==> config.mk <==
export PLATFORM = sky130hd
export DESIGN_NAME = snie_engine
export DESIGN_NICKNAME = d
export VERILOG_FILES = /design/src/logic/snie_pkg.sv /design/src/logic/snie_engine.sv
export SDC_FILE = /design/constraint.sdc
export NUM_CORES = 2
export LEC_CHECK = 0
export BUFFER_PORTS_ARGS = -buffer_cell sky130_fd_sc_hd__clkbuf_2
export CORE_ASPECT_RATIO = 1.75
export CORE_MARGIN = 1
export CORE_UTILIZATION = 50
export CTS_BUF_LIST = sky130_fd_sc_hd__clkbuf_8
export DETAILED_ROUTE_END_ITERATION = 7
export GPL_ROUTABILITY_DRIVEN = 0
export PLACE_DENSITY = 0.75
export SKIP_LAST_GASP = 1
export SYNTH_ARGS = -nofsm -noshare
export SYNTH_HDL_FRONTEND = slang
export SYNTH_SLANG_ARGS = --single-unit
==> constraint.sdc <==
create_clock -name sys_clk_in -period 14.6 [get_ports sys_clk_in]
set_input_delay 1.46 -clock sys_clk_in [delete_from_list [all_inputs] [get_ports sys_clk_in]]
set_output_delay 1.46 -clock sys_clk_in [all_outputs]
set_load 0.005 [all_outputs]
==> src/logic/snie_pkg.sv <==
package snie_pkg;
    localparam logic [7:0] OP_DUAL_READ = 8'h3B;
    localparam logic [7:0] OP_MFR_DEV_ID = 8'h90;
    localparam logic [7:0] OP_STD_ID = 8'h9F;
    localparam logic [7:0] OP_UNIQUE_ID = 8'h4B;
    localparam logic [7:0] OP_SLEEP = 8'hB9;
    localparam logic [7:0] OP_WAKE = 8'hAB;
    localparam logic [7:0] OP_PAGE_WRITE = 8'h02;
    localparam logic [7:0] OP_SECTOR_CLEAR = 8'h20;
    localparam logic [7:0] OP_WRITE_ENABLE = 8'h06;
    localparam logic [7:0] OP_STATUS_READ = 8'h05;
    // bit counts at which the header ends (opcode included)
    localparam logic [5:0] HDR_OPCODE = 6'h08;
    localparam logic [5:0] HDR_ADDR = 6'h20;
    localparam logic [5:0] HDR_ADDR_DUMMY = 6'h28;
    localparam logic [5:0] RX_CNT_MAX = 6'h3F;
    localparam logic [8:0] PAGE_STEPS = 9'h100;
    localparam logic [23:0] RST_ADDR = 24'h000000;
    localparam logic [3:0] IDX_MAX = 4'hF;
    localparam int TIMER_W = 20;
    localparam int PW_TIMER_W = 12;
    localparam int CLK_PERIOD_NS = 100;
    localparam int SLEEP_ENTRY_DELAY_NS = 3000;
    localparam int WAKE_DELAY_PLAIN_NS = 3000;
    localparam int WAKE_DELAY_WITH_CODE_NS = 1800;
    localparam int PAGE_WRITE_DURATION_US = 1000;
    localparam int SECTOR_CLEAR_DURATION_US = 60000;
    // longest time: round down, at least one cycle
    localparam int SLEEP_ENTRY_CYC = (SLEEP_ENTRY_DELAY_NS / CLK_PERIOD_NS < 1) ? 1 :
        SLEEP_ENTRY_DELAY_NS / CLK_PERIOD_NS;
    // least times: round up
    localparam int WAKE_PLAIN_CYC = (WAKE_DELAY_PLAIN_NS + CLK_PERIOD_NS - 1) / CLK_PERIOD_NS;
    localparam int WAKE_CODE_CYC = (WAKE_DELAY_WITH_CODE_NS + CLK_PERIOD_NS - 1) / CLK_PERIOD_NS;
    localparam int PAGE_WRITE_CYC = PAGE_WRITE_DURATION_US * 1000 / CLK_PERIOD_NS;
    localparam int SECTOR_CLEAR_CYC = SECTOR_CLEAR_DURATION_US * 1000 / CLK_PERIOD_NS;

    typedef enum logic [2:0] {
        FR_CMD = 3'b000,
        FR_HDR = 3'b001,
        FR_OUT = 3'b010,
        FR_PROG_IN = 3'b011,
        FR_DONE = 3'b100,
        FR_IGNORE = 3'b101
    } snie_frame_t;

    typedef enum logic [1:0] {
        BZ_IDLE = 2'b00,
        BZ_PROG = 2'b01,
        BZ_ERASE = 2'b10
    } snie_busy_t;

    typedef enum logic [1:0] {
        PW_ON = 2'b00,
        PW_ENTER = 2'b01,
        PW_SLEEP = 2'b10,
        PW_WAKE = 2'b11
    } snie_pwr_t;
endpackage

==> src/logic/snie_engine.sv <==
// Functional notes
// RULE1 - dual read 3BH: address, one dummy byte, then data two bits per clock
// RULE2 - dual read starts anywhere, address steps by one after each byte
// RULE3 - 90H id read: address bit zero picks manufacturer first or device first
// RULE4 - 9FH returns manufacturer, memory type, capacity on falling edges
// RULE5 - 9FH not decoded while program or erase runs
// RULE6 - chip select high ends any id read, back to standby
// RULE7 - 4BH: four dummy bytes then fixed 64-bit value on falling edges
// RULE8 - B9H executes only if select rises after eighth bit; sleep after delay
// RULE9 - asleep only ABH is recognised, everything else ignored
// RULE10 - after reset the device is awake, never asleep
// RULE11 - bare ABH wakes the device after the plain wake delay
// RULE12 - ABH plus three dummy bytes repeats device code until select rises
// RULE13 - host keeps select high for the coded wake delay afterwards
// RULE14 - ABH ignored while write in progress
// RULE15 - page program needs write enable latch, address and data bytes
// RULE16 - program data wraps within the same page
// RULE17 - more than 256 bytes: only the last 256 are kept
// RULE18 - fewer than 256 bytes: other bytes of the page untouched
// RULE19 - program runs only if select rises on a byte boundary, then timed
// RULE20 - busy flag high during timed cycle; latch cleared before completion
// RULE21 - program into a protected page is refused
// RULE22 - sector erase: latch set, select after address, timed, protection
// RULE23 - 06H sets the write enable latch
// RULE24 - status read allowed any time while awake, also when busy
// RULE25 - dual output: even bits on the even line, odd on the odd line
// RULE26 - unknown opcode ignored, lines high impedance until select rises
module snie_engine
    import snie_pkg::*;
#(
    parameter int PAGE_WRITE_CYCLES = PAGE_WRITE_CYC,
    parameter int SECTOR_CLEAR_CYCLES = SECTOR_CLEAR_CYC,
    parameter logic [7:0] MFR_CODE = 8'h5A, // arbitrary value
    parameter logic [7:0] MEM_TYPE_CODE = 8'h40, // arbitrary value
    parameter logic [7:0] CAPACITY_CODE = 8'h13, // arbitrary value
    parameter logic [7:0] DEVICE_CODE = 8'h12, // arbitrary value
    parameter logic [63:0] UNIQUE_ID = 64'h0123456789ABCDEF // arbitrary value
) (
    input wire logic sys_clk_in,
    input wire logic srst_in,
    input wire logic chip_sel_n_in,
    input wire logic serial_clk_in,
    input wire logic dual_line_even_in,
    output logic dual_line_even_out,
    output logic dual_line_even_oe_out,
    output logic dual_line_odd_out,
    output logic dual_line_odd_oe_out,
    input wire logic protect_size_bit2_in,
    input wire logic protect_size_bit1_in,
    input wire logic protect_size_bit0_in,
    output logic write_enable_latch_out,
    output logic write_in_progress_flag_out,
    output logic deep_sleep_state_out,
    output logic [23:0] mem_addr_out,
    input wire logic [7:0] mem_rdata_in,
    output logic [7:0] mem_wdata_out,
    output logic mem_write_out,
    output logic mem_sector_clear_out
);
    localparam logic [TIMER_W-1:0] PP_LAST = TIMER_W'(PAGE_WRITE_CYCLES - 1);
    localparam logic [TIMER_W-1:0] SE_LAST = TIMER_W'(SECTOR_CLEAR_CYCLES - 1);
    localparam logic [PW_TIMER_W-1:0] DP_LAST = PW_TIMER_W'(SLEEP_ENTRY_CYC - 1);
    localparam logic [PW_TIMER_W-1:0] RES1_LAST = PW_TIMER_W'(WAKE_PLAIN_CYC - 1);
    localparam logic [PW_TIMER_W-1:0] RES2_LAST = PW_TIMER_W'(WAKE_CODE_CYC - 1);

    // pins come from the host's domain: two flops before use
    logic sclk_m_q, sclk_s_q, sclk_p_q, cs_m_q, cs_s_q, cs_p_q, si_m_q, si_s_q;
    always_ff @(posedge sys_clk_in) begin
        sclk_m_q <= serial_clk_in;
        sclk_s_q <= sclk_m_q;
        sclk_p_q <= sclk_s_q;
        cs_m_q <= chip_sel_n_in;
        cs_s_q <= cs_m_q;
        cs_p_q <= cs_s_q;
        si_m_q <= dual_line_even_in;
        si_s_q <= si_m_q;
    end

    wire sclk_rise = sclk_s_q & ~sclk_p_q & ~cs_s_q;
    wire sclk_fall = ~sclk_s_q & sclk_p_q & ~cs_s_q;
    wire cs_rise = cs_s_q & ~cs_p_q;

    snie_frame_t st_q, st_d;
    snie_busy_t busy_q;
    snie_pwr_t pw_q;
    logic [5:0] rx_cnt_q;
    logic [2:0] bitpos_q;
    logic [6:0] sh_q;
    logic [7:0] op_q;
    logic [23:0] addr_q;
    logic wel_q, wip_q, dev_first_q;

    wire [7:0] rx_byte = {sh_q, si_s_q};
    wire byte_done = sclk_rise & (bitpos_q == 3'h7);
    wire [5:0] rx_cnt_inc = (rx_cnt_q == RX_CNT_MAX) ? rx_cnt_q : rx_cnt_q + 6'h01;
    wire [7:0] op_cur = (st_q == FR_CMD) ? rx_byte : op_q;
    wire [2:0] bp = {protect_size_bit2_in, protect_size_bit1_in, protect_size_bit0_in};
    wire [7:0] status_byte = {3'h0, bp, wel_q, wip_q};

    logic [5:0] hdr_len;
    logic op_known, op_talks;
    always_comb begin
        hdr_len = HDR_OPCODE;
        op_known = 1'b1;
        op_talks = 1'b0;
        case (op_cur)
            OP_DUAL_READ, OP_UNIQUE_ID: hdr_len = HDR_ADDR_DUMMY; // RULE1 RULE7
            OP_MFR_DEV_ID, OP_WAKE, OP_PAGE_WRITE, OP_SECTOR_CLEAR: hdr_len = HDR_ADDR;
            OP_STD_ID, OP_STATUS_READ: op_talks = 1'b1;
            OP_SLEEP, OP_WRITE_ENABLE: op_talks = 1'b0;
            default: op_known = 1'b0; // RULE26
        endcase
    end

    // asleep: only the wake opcode; busy: only status read
    wire op_allowed = (pw_q == PW_SLEEP) ? (op_cur == OP_WAKE) : // RULE9
        (pw_q == PW_ON) & op_known & // RULE26
        ((busy_q == BZ_IDLE) | (op_cur == OP_STATUS_READ)); // RULE5 RULE14 RULE24

    wire hdr_end = byte_done & (st_q == FR_HDR) & (rx_cnt_inc == hdr_len);

    always_comb begin
        st_d = st_q;
        if (byte_done) begin
            case (st_q)
                FR_CMD: begin
                    if (!op_allowed) begin
                        st_d = FR_IGNORE;
                    end else if (hdr_len != HDR_OPCODE) begin
                        st_d = FR_HDR;
                    end else begin
                        st_d = op_talks ? FR_OUT : FR_DONE;
                    end
                end
                FR_HDR: begin
                    if (rx_cnt_inc == hdr_len) begin
                        if (op_q == OP_PAGE_WRITE) begin
                            st_d = FR_PROG_IN;
                        end else if (op_q == OP_SECTOR_CLEAR) begin
                            st_d = FR_DONE;
                        end else begin
                            st_d = FR_OUT;
                        end
                    end
                end
                default: st_d = st_q;
            endcase
        end
    end

    // protected top region grows with the protect code
    function automatic logic prot_hit_f(input logic [2:0] blk, input logic [2:0] code);
        case (code)
            3'h0: prot_hit_f = 1'b0;
            3'h1: prot_hit_f = (blk == 3'h7);
            3'h2: prot_hit_f = (blk >= 3'h6);
            3'h3: prot_hit_f = (blk >= 3'h4);
            default: prot_hit_f = 1'b1;
        endcase
    endfunction
    wire prot_hit = prot_hit_f(addr_q[18:16], bp);

    // execution happens only on the rising select edge; exact bit count except program (any byte boundary) and coded wake
    wire at_op_end = cs_rise & (st_q == FR_DONE) & (rx_cnt_q == HDR_OPCODE);
    wire go_sleep = at_op_end & (op_q == OP_SLEEP) & (pw_q == PW_ON); // RULE8
    wire go_wel = at_op_end & (op_q == OP_WRITE_ENABLE); // RULE23
    wire go_wake1 = cs_rise & (st_q == FR_HDR) & (op_q == OP_WAKE) &
        (rx_cnt_q == HDR_OPCODE) & (pw_q == PW_SLEEP); // RULE11
    wire go_wake2 = cs_rise & (st_q == FR_OUT) & (op_q == OP_WAKE) & (pw_q == PW_SLEEP);
    wire go_prog = cs_rise & (st_q == FR_PROG_IN) & (rx_cnt_q >= HDR_ADDR_DUMMY) &
        (bitpos_q == 3'h0) & wel_q & ~prot_hit; // RULE15 RULE19 RULE21
    wire go_erase = cs_rise & (st_q == FR_DONE) & (op_q == OP_SECTOR_CLEAR) &
        (rx_cnt_q == HDR_ADDR) & wel_q & ~prot_hit; // RULE22

    always_ff @(posedge sys_clk_in) begin
        if (srst_in | cs_s_q) begin
            st_q <= FR_CMD; // RULE6
            rx_cnt_q <= 6'h00;
            bitpos_q <= 3'h0;
            sh_q <= 7'h00;
        end else begin
            st_q <= st_d;
            if (sclk_rise) begin
                rx_cnt_q <= rx_cnt_inc;
                bitpos_q <= bitpos_q + 3'h1;
                sh_q <= rx_byte[6:0];
            end
        end
    end

    // header capture; addr stays frozen while busy since only status read decodes
    always_ff @(posedge sys_clk_in) begin
        if (srst_in) begin
            op_q <= 8'h00;
            addr_q <= RST_ADDR;
            dev_first_q <= 1'b0;
        end else if (byte_done) begin
            if (st_q == FR_CMD) begin
                op_q <= rx_byte;
            end
            if ((st_q == FR_HDR) & (rx_cnt_q < HDR_ADDR)) begin
                addr_q <= {addr_q[15:0], rx_byte};
            end
            if (hdr_end & (op_q == OP_MFR_DEV_ID)) begin
                dev_first_q <= rx_byte[0]; // RULE3
            end
        end
    end

    // page buffer: later bytes overwrite earlier ones at the same column
    logic [7:0] pbuf [0:255];
    logic [255:0] pvalid_q;
    logic [7:0] col_q;
    logic [8:0] step_q;
    wire page_in = byte_done & (st_q == FR_PROG_IN);
    always_ff @(posedge sys_clk_in) begin
        if (page_in) begin
            pbuf[col_q] <= rx_byte; // RULE17
        end
    end
    always_ff @(posedge sys_clk_in) begin
        if (srst_in) begin
            pvalid_q <= '0;
            col_q <= 8'h00;
        end else if (hdr_end & (op_q == OP_PAGE_WRITE)) begin
            pvalid_q <= '0; // RULE18
            col_q <= rx_byte;
        end else if (page_in) begin
            pvalid_q[col_q] <= 1'b1;
            col_q <= col_q + 8'h01; // RULE16
        end
    end

    // self-timed cycle; latch cleared at the start, flag cleared at the end
    logic [TIMER_W-1:0] tmr_q;
    logic mem_we_q, clr_q;
    logic [7:0] wdata_q;
    wire tmr_done = ((busy_q == BZ_PROG) & (tmr_q == PP_LAST)) |
        ((busy_q == BZ_ERASE) & (tmr_q == SE_LAST));
    wire step_on = (busy_q == BZ_PROG) & (step_q < PAGE_STEPS);
    always_ff @(posedge sys_clk_in) begin
        if (srst_in) begin
            busy_q <= BZ_IDLE;
            tmr_q <= '0;
            step_q <= 9'h000;
            wip_q <= 1'b0;
            wel_q <= 1'b0;
            mem_we_q <= 1'b0;
            wdata_q <= 8'h00;
            clr_q <= 1'b0;
        end else begin
            mem_we_q <= step_on & pvalid_q[step_q[7:0]]; // RULE18
            wdata_q <= pbuf[step_q[7:0]];
            clr_q <= go_erase; // RULE22
            if (go_wel) begin
                wel_q <= 1'b1; // RULE23
            end else if (go_prog | go_erase) begin
                wel_q <= 1'b0; // RULE20
            end
            case (busy_q)
                BZ_IDLE: begin
                    tmr_q <= '0;
                    step_q <= 9'h000;
                    if (go_prog | go_erase) begin
                        busy_q <= go_prog ? BZ_PROG : BZ_ERASE;
                        wip_q <= 1'b1; // RULE20
                    end
                end
                BZ_PROG, BZ_ERASE: begin
                    tmr_q <= tmr_q + TIMER_W'(1);
                    if (step_on) begin
                        step_q <= step_q + 9'h001;
                    end
                    if (tmr_done) begin
                        busy_q <= BZ_IDLE;
                        wip_q <= 1'b0; // RULE20
                    end
                end
                default: busy_q <= BZ_IDLE;
            endcase
        end
    end

    // power state: always comes up awake
    logic [PW_TIMER_W-1:0] pw_tmr_q, pw_last_q;
    always_ff @(posedge sys_clk_in) begin
        if (srst_in) begin
            pw_q <= PW_ON; // RULE10
            pw_tmr_q <= '0;
            pw_last_q <= '0;
        end else begin
            pw_tmr_q <= pw_tmr_q + PW_TIMER_W'(1);
            case (pw_q)
                PW_ON: begin
                    pw_tmr_q <= '0;
                    if (go_sleep) begin
                        pw_q <= PW_ENTER; // RULE8
                    end
                end
                PW_ENTER: begin
                    if (pw_tmr_q == DP_LAST) begin
                        pw_q <= PW_SLEEP;
                    end
                end
                PW_SLEEP: begin
                    pw_tmr_q <= '0;
                    if (go_wake1 | go_wake2) begin
                        pw_q <= PW_WAKE; // RULE11 RULE12
                        pw_last_q <= go_wake1 ? RES1_LAST : RES2_LAST;
                    end
                end
                PW_WAKE: begin
                    if (pw_tmr_q == pw_last_q) begin
                        pw_q <= PW_ON;
                    end
                end
                default: pw_q <= PW_ON;
            endcase
        end
    end

    // serial output; each byte is fetched at the falling edge that sends its first bits
    logic [7:0] rem_q, io_byte;
    logic [2:0] left_q;
    logic [3:0] idx_q;
    logic [23:0] rd_addr_q;
    wire dual = (op_q == OP_DUAL_READ);
    wire load_byte = sclk_fall & (st_q == FR_OUT) & (left_q == 3'h0);
    wire shift_bit = sclk_fall & (st_q == FR_OUT) & (left_q != 3'h0);
    wire [7:0] uid_byte = (idx_q < 4'h8) ? UNIQUE_ID[{3'h7 - idx_q[2:0], 3'h0} +: 8] : 8'h00;
    always_comb begin
        case (op_q)
            OP_DUAL_READ: io_byte = mem_rdata_in; // RULE1
            OP_MFR_DEV_ID: io_byte = (idx_q[0] ^ dev_first_q) ? DEVICE_CODE : MFR_CODE; // RULE3
            OP_STD_ID: io_byte = (idx_q == 4'h0) ? MFR_CODE : (idx_q == 4'h1) ? MEM_TYPE_CODE :
                (idx_q == 4'h2) ? CAPACITY_CODE : 8'h00; // RULE4
            OP_UNIQUE_ID: io_byte = uid_byte; // RULE7
            OP_WAKE: io_byte = DEVICE_CODE; // RULE12
            OP_STATUS_READ: io_byte = status_byte; // RULE24
            default: io_byte = 8'h00;
        endcase
    end
    always_ff @(posedge sys_clk_in) begin
        if (srst_in | cs_s_q) begin
            dual_line_odd_oe_out <= 1'b0; // RULE6 RULE26
            dual_line_even_oe_out <= 1'b0;
            dual_line_odd_out <= 1'b0;
            dual_line_even_out <= 1'b0;
            rem_q <= 8'h00;
            left_q <= 3'h0;
            idx_q <= 4'h0;
        end else if (load_byte) begin
            dual_line_odd_oe_out <= 1'b1;
            dual_line_even_oe_out <= dual;
            dual_line_odd_out <= io_byte[7];
            dual_line_even_out <= dual & io_byte[6]; // RULE25
            rem_q <= dual ? {io_byte[5:0], 2'b00} : {io_byte[6:0], 1'b0};
            left_q <= dual ? 3'h3 : 3'h7;
            idx_q <= (idx_q == IDX_MAX) ? idx_q : idx_q + 4'h1;
        end else if (shift_bit) begin
            dual_line_odd_out <= rem_q[7];
            dual_line_even_out <= dual & rem_q[6]; // RULE25
            rem_q <= dual ? {rem_q[5:0], 2'b00} : {rem_q[6:0], 1'b0};
            left_q <= left_q - 3'h1;
        end
    end

    // read address: loaded at end of header, stepped as each byte is taken
    always_ff @(posedge sys_clk_in) begin
        if (srst_in) begin
            rd_addr_q <= RST_ADDR;
        end else if (hdr_end & dual) begin
            rd_addr_q <= addr_q;
        end else if (load_byte & dual) begin
            rd_addr_q <= rd_addr_q + 24'h000001; // RULE2
        end
    end

    // one-cycle lag on step keeps address aligned with the registered strobe
    logic [23:0] wr_addr_q;
    always_ff @(posedge sys_clk_in) begin
        if (srst_in) begin
            wr_addr_q <= RST_ADDR;
        end else if (go_erase) begin
            wr_addr_q <= {addr_q[23:12], 12'h000};
        end else if (step_on) begin
            wr_addr_q <= {addr_q[23:8], step_q[7:0]};
        end
    end

    assign mem_addr_out = (busy_q == BZ_IDLE) & ~clr_q ? rd_addr_q : wr_addr_q;
    assign mem_wdata_out = wdata_q;
    assign mem_write_out = mem_we_q;
    assign mem_sector_clear_out = clr_q;
    assign write_enable_latch_out = wel_q;
    assign write_in_progress_flag_out = wip_q;
    assign deep_sleep_state_out = (pw_q == PW_SLEEP) | (pw_q == PW_WAKE);

    a_wip_held: assert property (@(posedge sys_clk_in) disable iff (srst_in) // RULE20
        $rose(wip_q) |-> !wel_q ##1 (wip_q && !wel_q)[*8])
        else $error("busy flag or latch wrong after cycle start");
    a_prog_needs_wel: assert property (@(posedge sys_clk_in) disable iff (srst_in) // RULE15
        (busy_q == BZ_IDLE) ##1 (busy_q == BZ_PROG) |-> $past(wel_q) && !$past(prot_hit))
        else $error("program started without latch or into protected page");
    a_erase_pulse: assert property (@(posedge sys_clk_in) disable iff (srst_in) // RULE22
        go_erase |=> clr_q && (busy_q == BZ_ERASE) && (mem_addr_out[11:0] == 12'h000))
        else $error("sector clear not started correctly");
    a_sleep_entry: assert property (@(posedge sys_clk_in) disable iff (srst_in) // RULE8
        $rose(pw_q == PW_SLEEP) |-> $past(pw_q) == PW_ENTER)
        else $error("sleep entered without entry delay");
    a_sleep_only_wake: assert property (@(posedge sys_clk_in) disable iff (srst_in) // RULE9
        (pw_q == PW_SLEEP) && byte_done && (st_q == FR_CMD) && (rx_byte != OP_WAKE)
        |=> st_q == FR_IGNORE)
        else $error("opcode decoded while asleep");
    a_reset_awake: assert property (@(posedge sys_clk_in) // RULE10
        srst_in |=> !deep_sleep_state_out)
        else $error("device not awake after reset");
    a_std_id_busy: assert property (@(posedge sys_clk_in) disable iff (srst_in) // RULE5
        (busy_q != BZ_IDLE) && byte_done && (st_q == FR_CMD) && (rx_byte == OP_STD_ID)
        |=> (st_q == FR_IGNORE) && (busy_q != BZ_IDLE))
        else $error("identification decoded during busy cycle");
    a_cs_release: assert property (@(posedge sys_clk_in) disable iff (srst_in) // RULE6
        cs_s_q |=> !dual_line_odd_oe_out && !dual_line_even_oe_out && (st_q == FR_CMD))
        else $error("lines driven after select released");
    a_ignore_hiz: assert property (@(posedge sys_clk_in) disable iff (srst_in) // RULE26
        (st_q == FR_IGNORE) |-> !dual_line_odd_oe_out && !dual_line_even_oe_out)
        else $error("lines driven for ignored opcode");
endmodule

==> impl_metrics.tcl <==
set metrics [dict create \
    status "finished with violations" \
    violations "max-capacitance violations" \
    drt-total-wl_um 261000 \
    grt_max_degree 267 \
    antenna_left 0 \
    yosys.area_share.adder_pct 0.357 \
    setup_viol 0 \
    yosys.area.top_type "edfxtp_1" \
    drc 0 \
    hold_path_depth 0 \
    critPathCapture "mem_wdata_out[3]" \
    synth_cell_types 80 \
    postCtsSetupRepairBufs 0 \
    antenna_found_initial 10 \
    hold_violations 0 \
    clock.fmax_ghz 0.176 \
    crit_path_start "step_q[0]" \
    timing.final.crit_share_pct 39.0 \
    grt_pass1_vias 54400 \
    reg2reg_depth 7 \
    first_pass_iters 7 \
    timing.rr.end "mem_wdata_out[3]" \
    skew_ns 0.0713 \
    relSlewSlack_pct 1.82 \
    instances_no_fill 8428 \
    clk_latency_ns 0.96 \
    cts_buffers 328 \
    die_x_um 337 \
    synth-simple-area-share_pct 4.54 \
    area_growth_pct 9.75 \
    cts_tree "built" \
    power_density_nw_per_um2 120 \
    critPathKind "flip-flop to flip-flop" \
    first_iter_violations 6219 \
    synth_area_per_cell_um2 18.2 \
    start_util_pct 50.5 \
    clock_sinks 2497 \
    cts_resized 0 \
    grt_usage_pct 26.3 \
    start_kind "flip-flop" \
    clkTransAtPathRegs_ns 0.07 \
    vdd_ir_drop_max_v 0.0000672 \
    n_fill_cell 14500 \
    worst_setup_path_end_kind "flip-flop" \
    synth_mux_area_share_pct 16.4 \
    syn-num-nets 5450 \
    cap_violations 1 \
    clockBufferDepth 4 \
    maxSlewViolCount 0 \
    core_area_um2 195000 \
    die-area_um2 198000 \
    gr-total-overflow 0 \
    drive_above_1_share_pct 23.1 \
    r2r-start "step_q[0]" \
    path_max_fanout 41 \
    die_h_um 588 \
    seq_area_frac_synth_pct 71.8 \
    grt_pass1_wl_um 374000 \
    io-pin-count 57 \
    ys.flop_type "edfxtp_1" \
    ys_seq_elements 2497 \
    syn-cell-area_um2 98200 \
    crit_arrival_ns 6.45 \
    clockRootBuffer "clkbuf_8" \
    p_leak_nw 33.7 \
    dpl_cell_area_um2 101000 \
    worst_pin_slew_ns 1.44 \
    hpwl_um 162000 \
    cts_hold_buffers 0 \
    rsz0062_at_grt "no" \
    io_buffer_count 56 \
    cts_max_level 5 \
    fin_tns_setup_ns 0 \
    vias_per_cell 6.35 \
    post_drt_wl_per_cell_um 31.0 \
    cp.required_ns 15.36 \
    rows 214 \
    ys.warnings.count 0 \
    finalNetCount 5608 \
    min_period_ns 5.69 \
    min_path_type "flip-flop to flip-flop" \
    synth_compound_area_share_pct 4.86 \
    vias 53500 \
    place_inst 7826 \
    fin_area_um2 108000 \
    synth-edff-count 2048 \
    rrSetupSlack_ns 8.91 \
    synth_xor_area_share_pct 0.348 \
    netlist_instances 5406 \
    synthArstFlopShare_pct 0 \
    synth_top_area_share_pct 62.6 \
    synth_top_family_by_area "multiplexers" \
    ys_top_cells_by_area "edfxtp_1 (63%), mux4_2 (15%), dfxtp_1 (9.2%), o21a_1 (2.0%), nor2_1 (1.6%)" \
]
cells in the mapped netlist (12+ instances only):
| master | n |
|---|---|
| a211oi_1 | 18 |
| a21oi_1 | 130 |
| a22oi_1 | 69 |
| a311oi_1 | 12 |
| a31oi_1 | 26 |
| and3_1 | 22 |
| buf_1 | 30 |
| buf_2 | 123 |
| buf_4 | 38 |
| clkbuf_1 | 152 |
| dfxtp_1 | 449 |
| edfxtp_1 | 2048 |
| ha_1 | 28 |
| inv_1 | 33 |
| mux2_2 | 34 |
| mux2i_1 | 130 |
| mux4_2 | 639 |
| nand2_1 | 228 |
| nand2b_1 | 20 |
| nand3_1 | 80 |
| nand4_1 | 30 |
| nor2_1 | 429 |
| nor2b_1 | 21 |
| nor3_1 | 40 |
| nor4_1 | 17 |
| o2111ai_1 | 15 |
| o211ai_1 | 15 |
| o21a_1 | 257 |
| o21ai_0 | 46 |
| or3_1 | 24 |
| xnor2_1 | 18 |
| xor2_1 | 21 |
critical path: stages, from the launching register on:
cell and delay [ns]:
dfxtp_4 0.83, buf_4 0.61, buf_4 0.79, buf_4 0.61, mux4_2 0.58, mux4_2 0.51
a2111oi_0 1.24, o32ai_1 0.23
through the flow:
step / util [%] / hold slack (ns) / total power, mW / worst slack [ns]
floorplan: - / 0.310 / 7.83 / 8.81
global placement: 52.0 / 0.318 / 7.85 / 8.90
detailed placement: 52.0 / 0.315 / 7.86 / 8.87
CTS: 55.4 / 0.346 / 13.0 / 8.86
global route: 55.4 / 0.347 / 13.2 / 8.65
finish: 55.4 / 0.343 / 12.9 / 8.91
registers in the layout, indices dropped and copies added (netlist names), 8 cells and up:
signal / flops
mem_wdata_out: 8
pbuf: 2048
pw_tmr_q: 12
wr_addr_q: 24
op_q: 8
tmr_q: 20
step_q: 9
rd_addr_q: 24
addr_q: 24
col_q: 8
pvalid_q: 256
worst min-delay path by stage:
stage	start	end	slack [ns]
final	cs_m_q	cs_s_q	0.34
after global routing	cs_m_q	cs_s_q	0.35
after CTS	cs_m_q	cs_s_q	0.35
after detailed placement	cs_m_q	cs_s_q	0.31
after global placement	sclk_m_q	sclk_s_q	0.32
after floorplan	cs_m_q	cs_s_q	0.31
placed cells by master, fill, tap and decap left out, types with 76 or more instances in the layout:
| cell type | n |
|---|---|
| a21oi_1 | 129 |
| buf_4 | 111 |
| clkbuf_8 | 372 |
| dfxtp_1 | 434 |
| edfxtp_1 | 2048 |
| inv_1 | 149 |
| mux2i_1 | 130 |
| mux4_2 | 639 |
| nand2_1 | 228 |
| nand3_1 | 76 |
| nor2_1 | 424 |
| o21a_1 | 257 |
layout make-up:
| type | instances | area [µm²] | share of cell area (%) |
|---|---|---|---|
| sequential | 2497 | 70500 | 65.4 |
| multi-input combinational | 2530 | 26100 | 24.2 |
| clock buffer | 372 | 5120 | 4.75 |
| tap | 2592 | 3240 | 3.01 |
| clock inverter | 226 | 1420 | 1.32 |
| timing repair buffer | 173 | 1250 | 1.16 |
| inverter | 34 | 128 | 0.118 |
| antenna | 4 | 10.0 | 0.00929 |
power by group:
group	switching, mW	leakage (nW)	internal, mW	total (mW)
Clock	2.60	3.75	2.63	5.23
Combinational	0.0640	7.38	0.0211	0.0850
Sequential	0.00697	22.5	7.61	7.62
cell families (layout without fill, tap and decap cells):
family,Yosys count,count (layout)
AO/OA/AOI/OAI,681,681
XOR/XNOR,39,39
adder cells (fa/ha/maj),28,28
buffers and inverters,379,805
flip-flops,2497,2497
multiplexers,803,803
other,0,4
AND/OR/NAND/NOR,979,979
per-layer routing:
layer  routed length, µm  up-vias  global-route usage (%)
met3               23400      801                    5.20
met5                  48        -                       0
met4               21100        8                    18.5
met2              130000     3074                    43.9
li1                    -    22100                       -
met1               86100    27600                    30.3
Power figures use the tool's default switching activity.
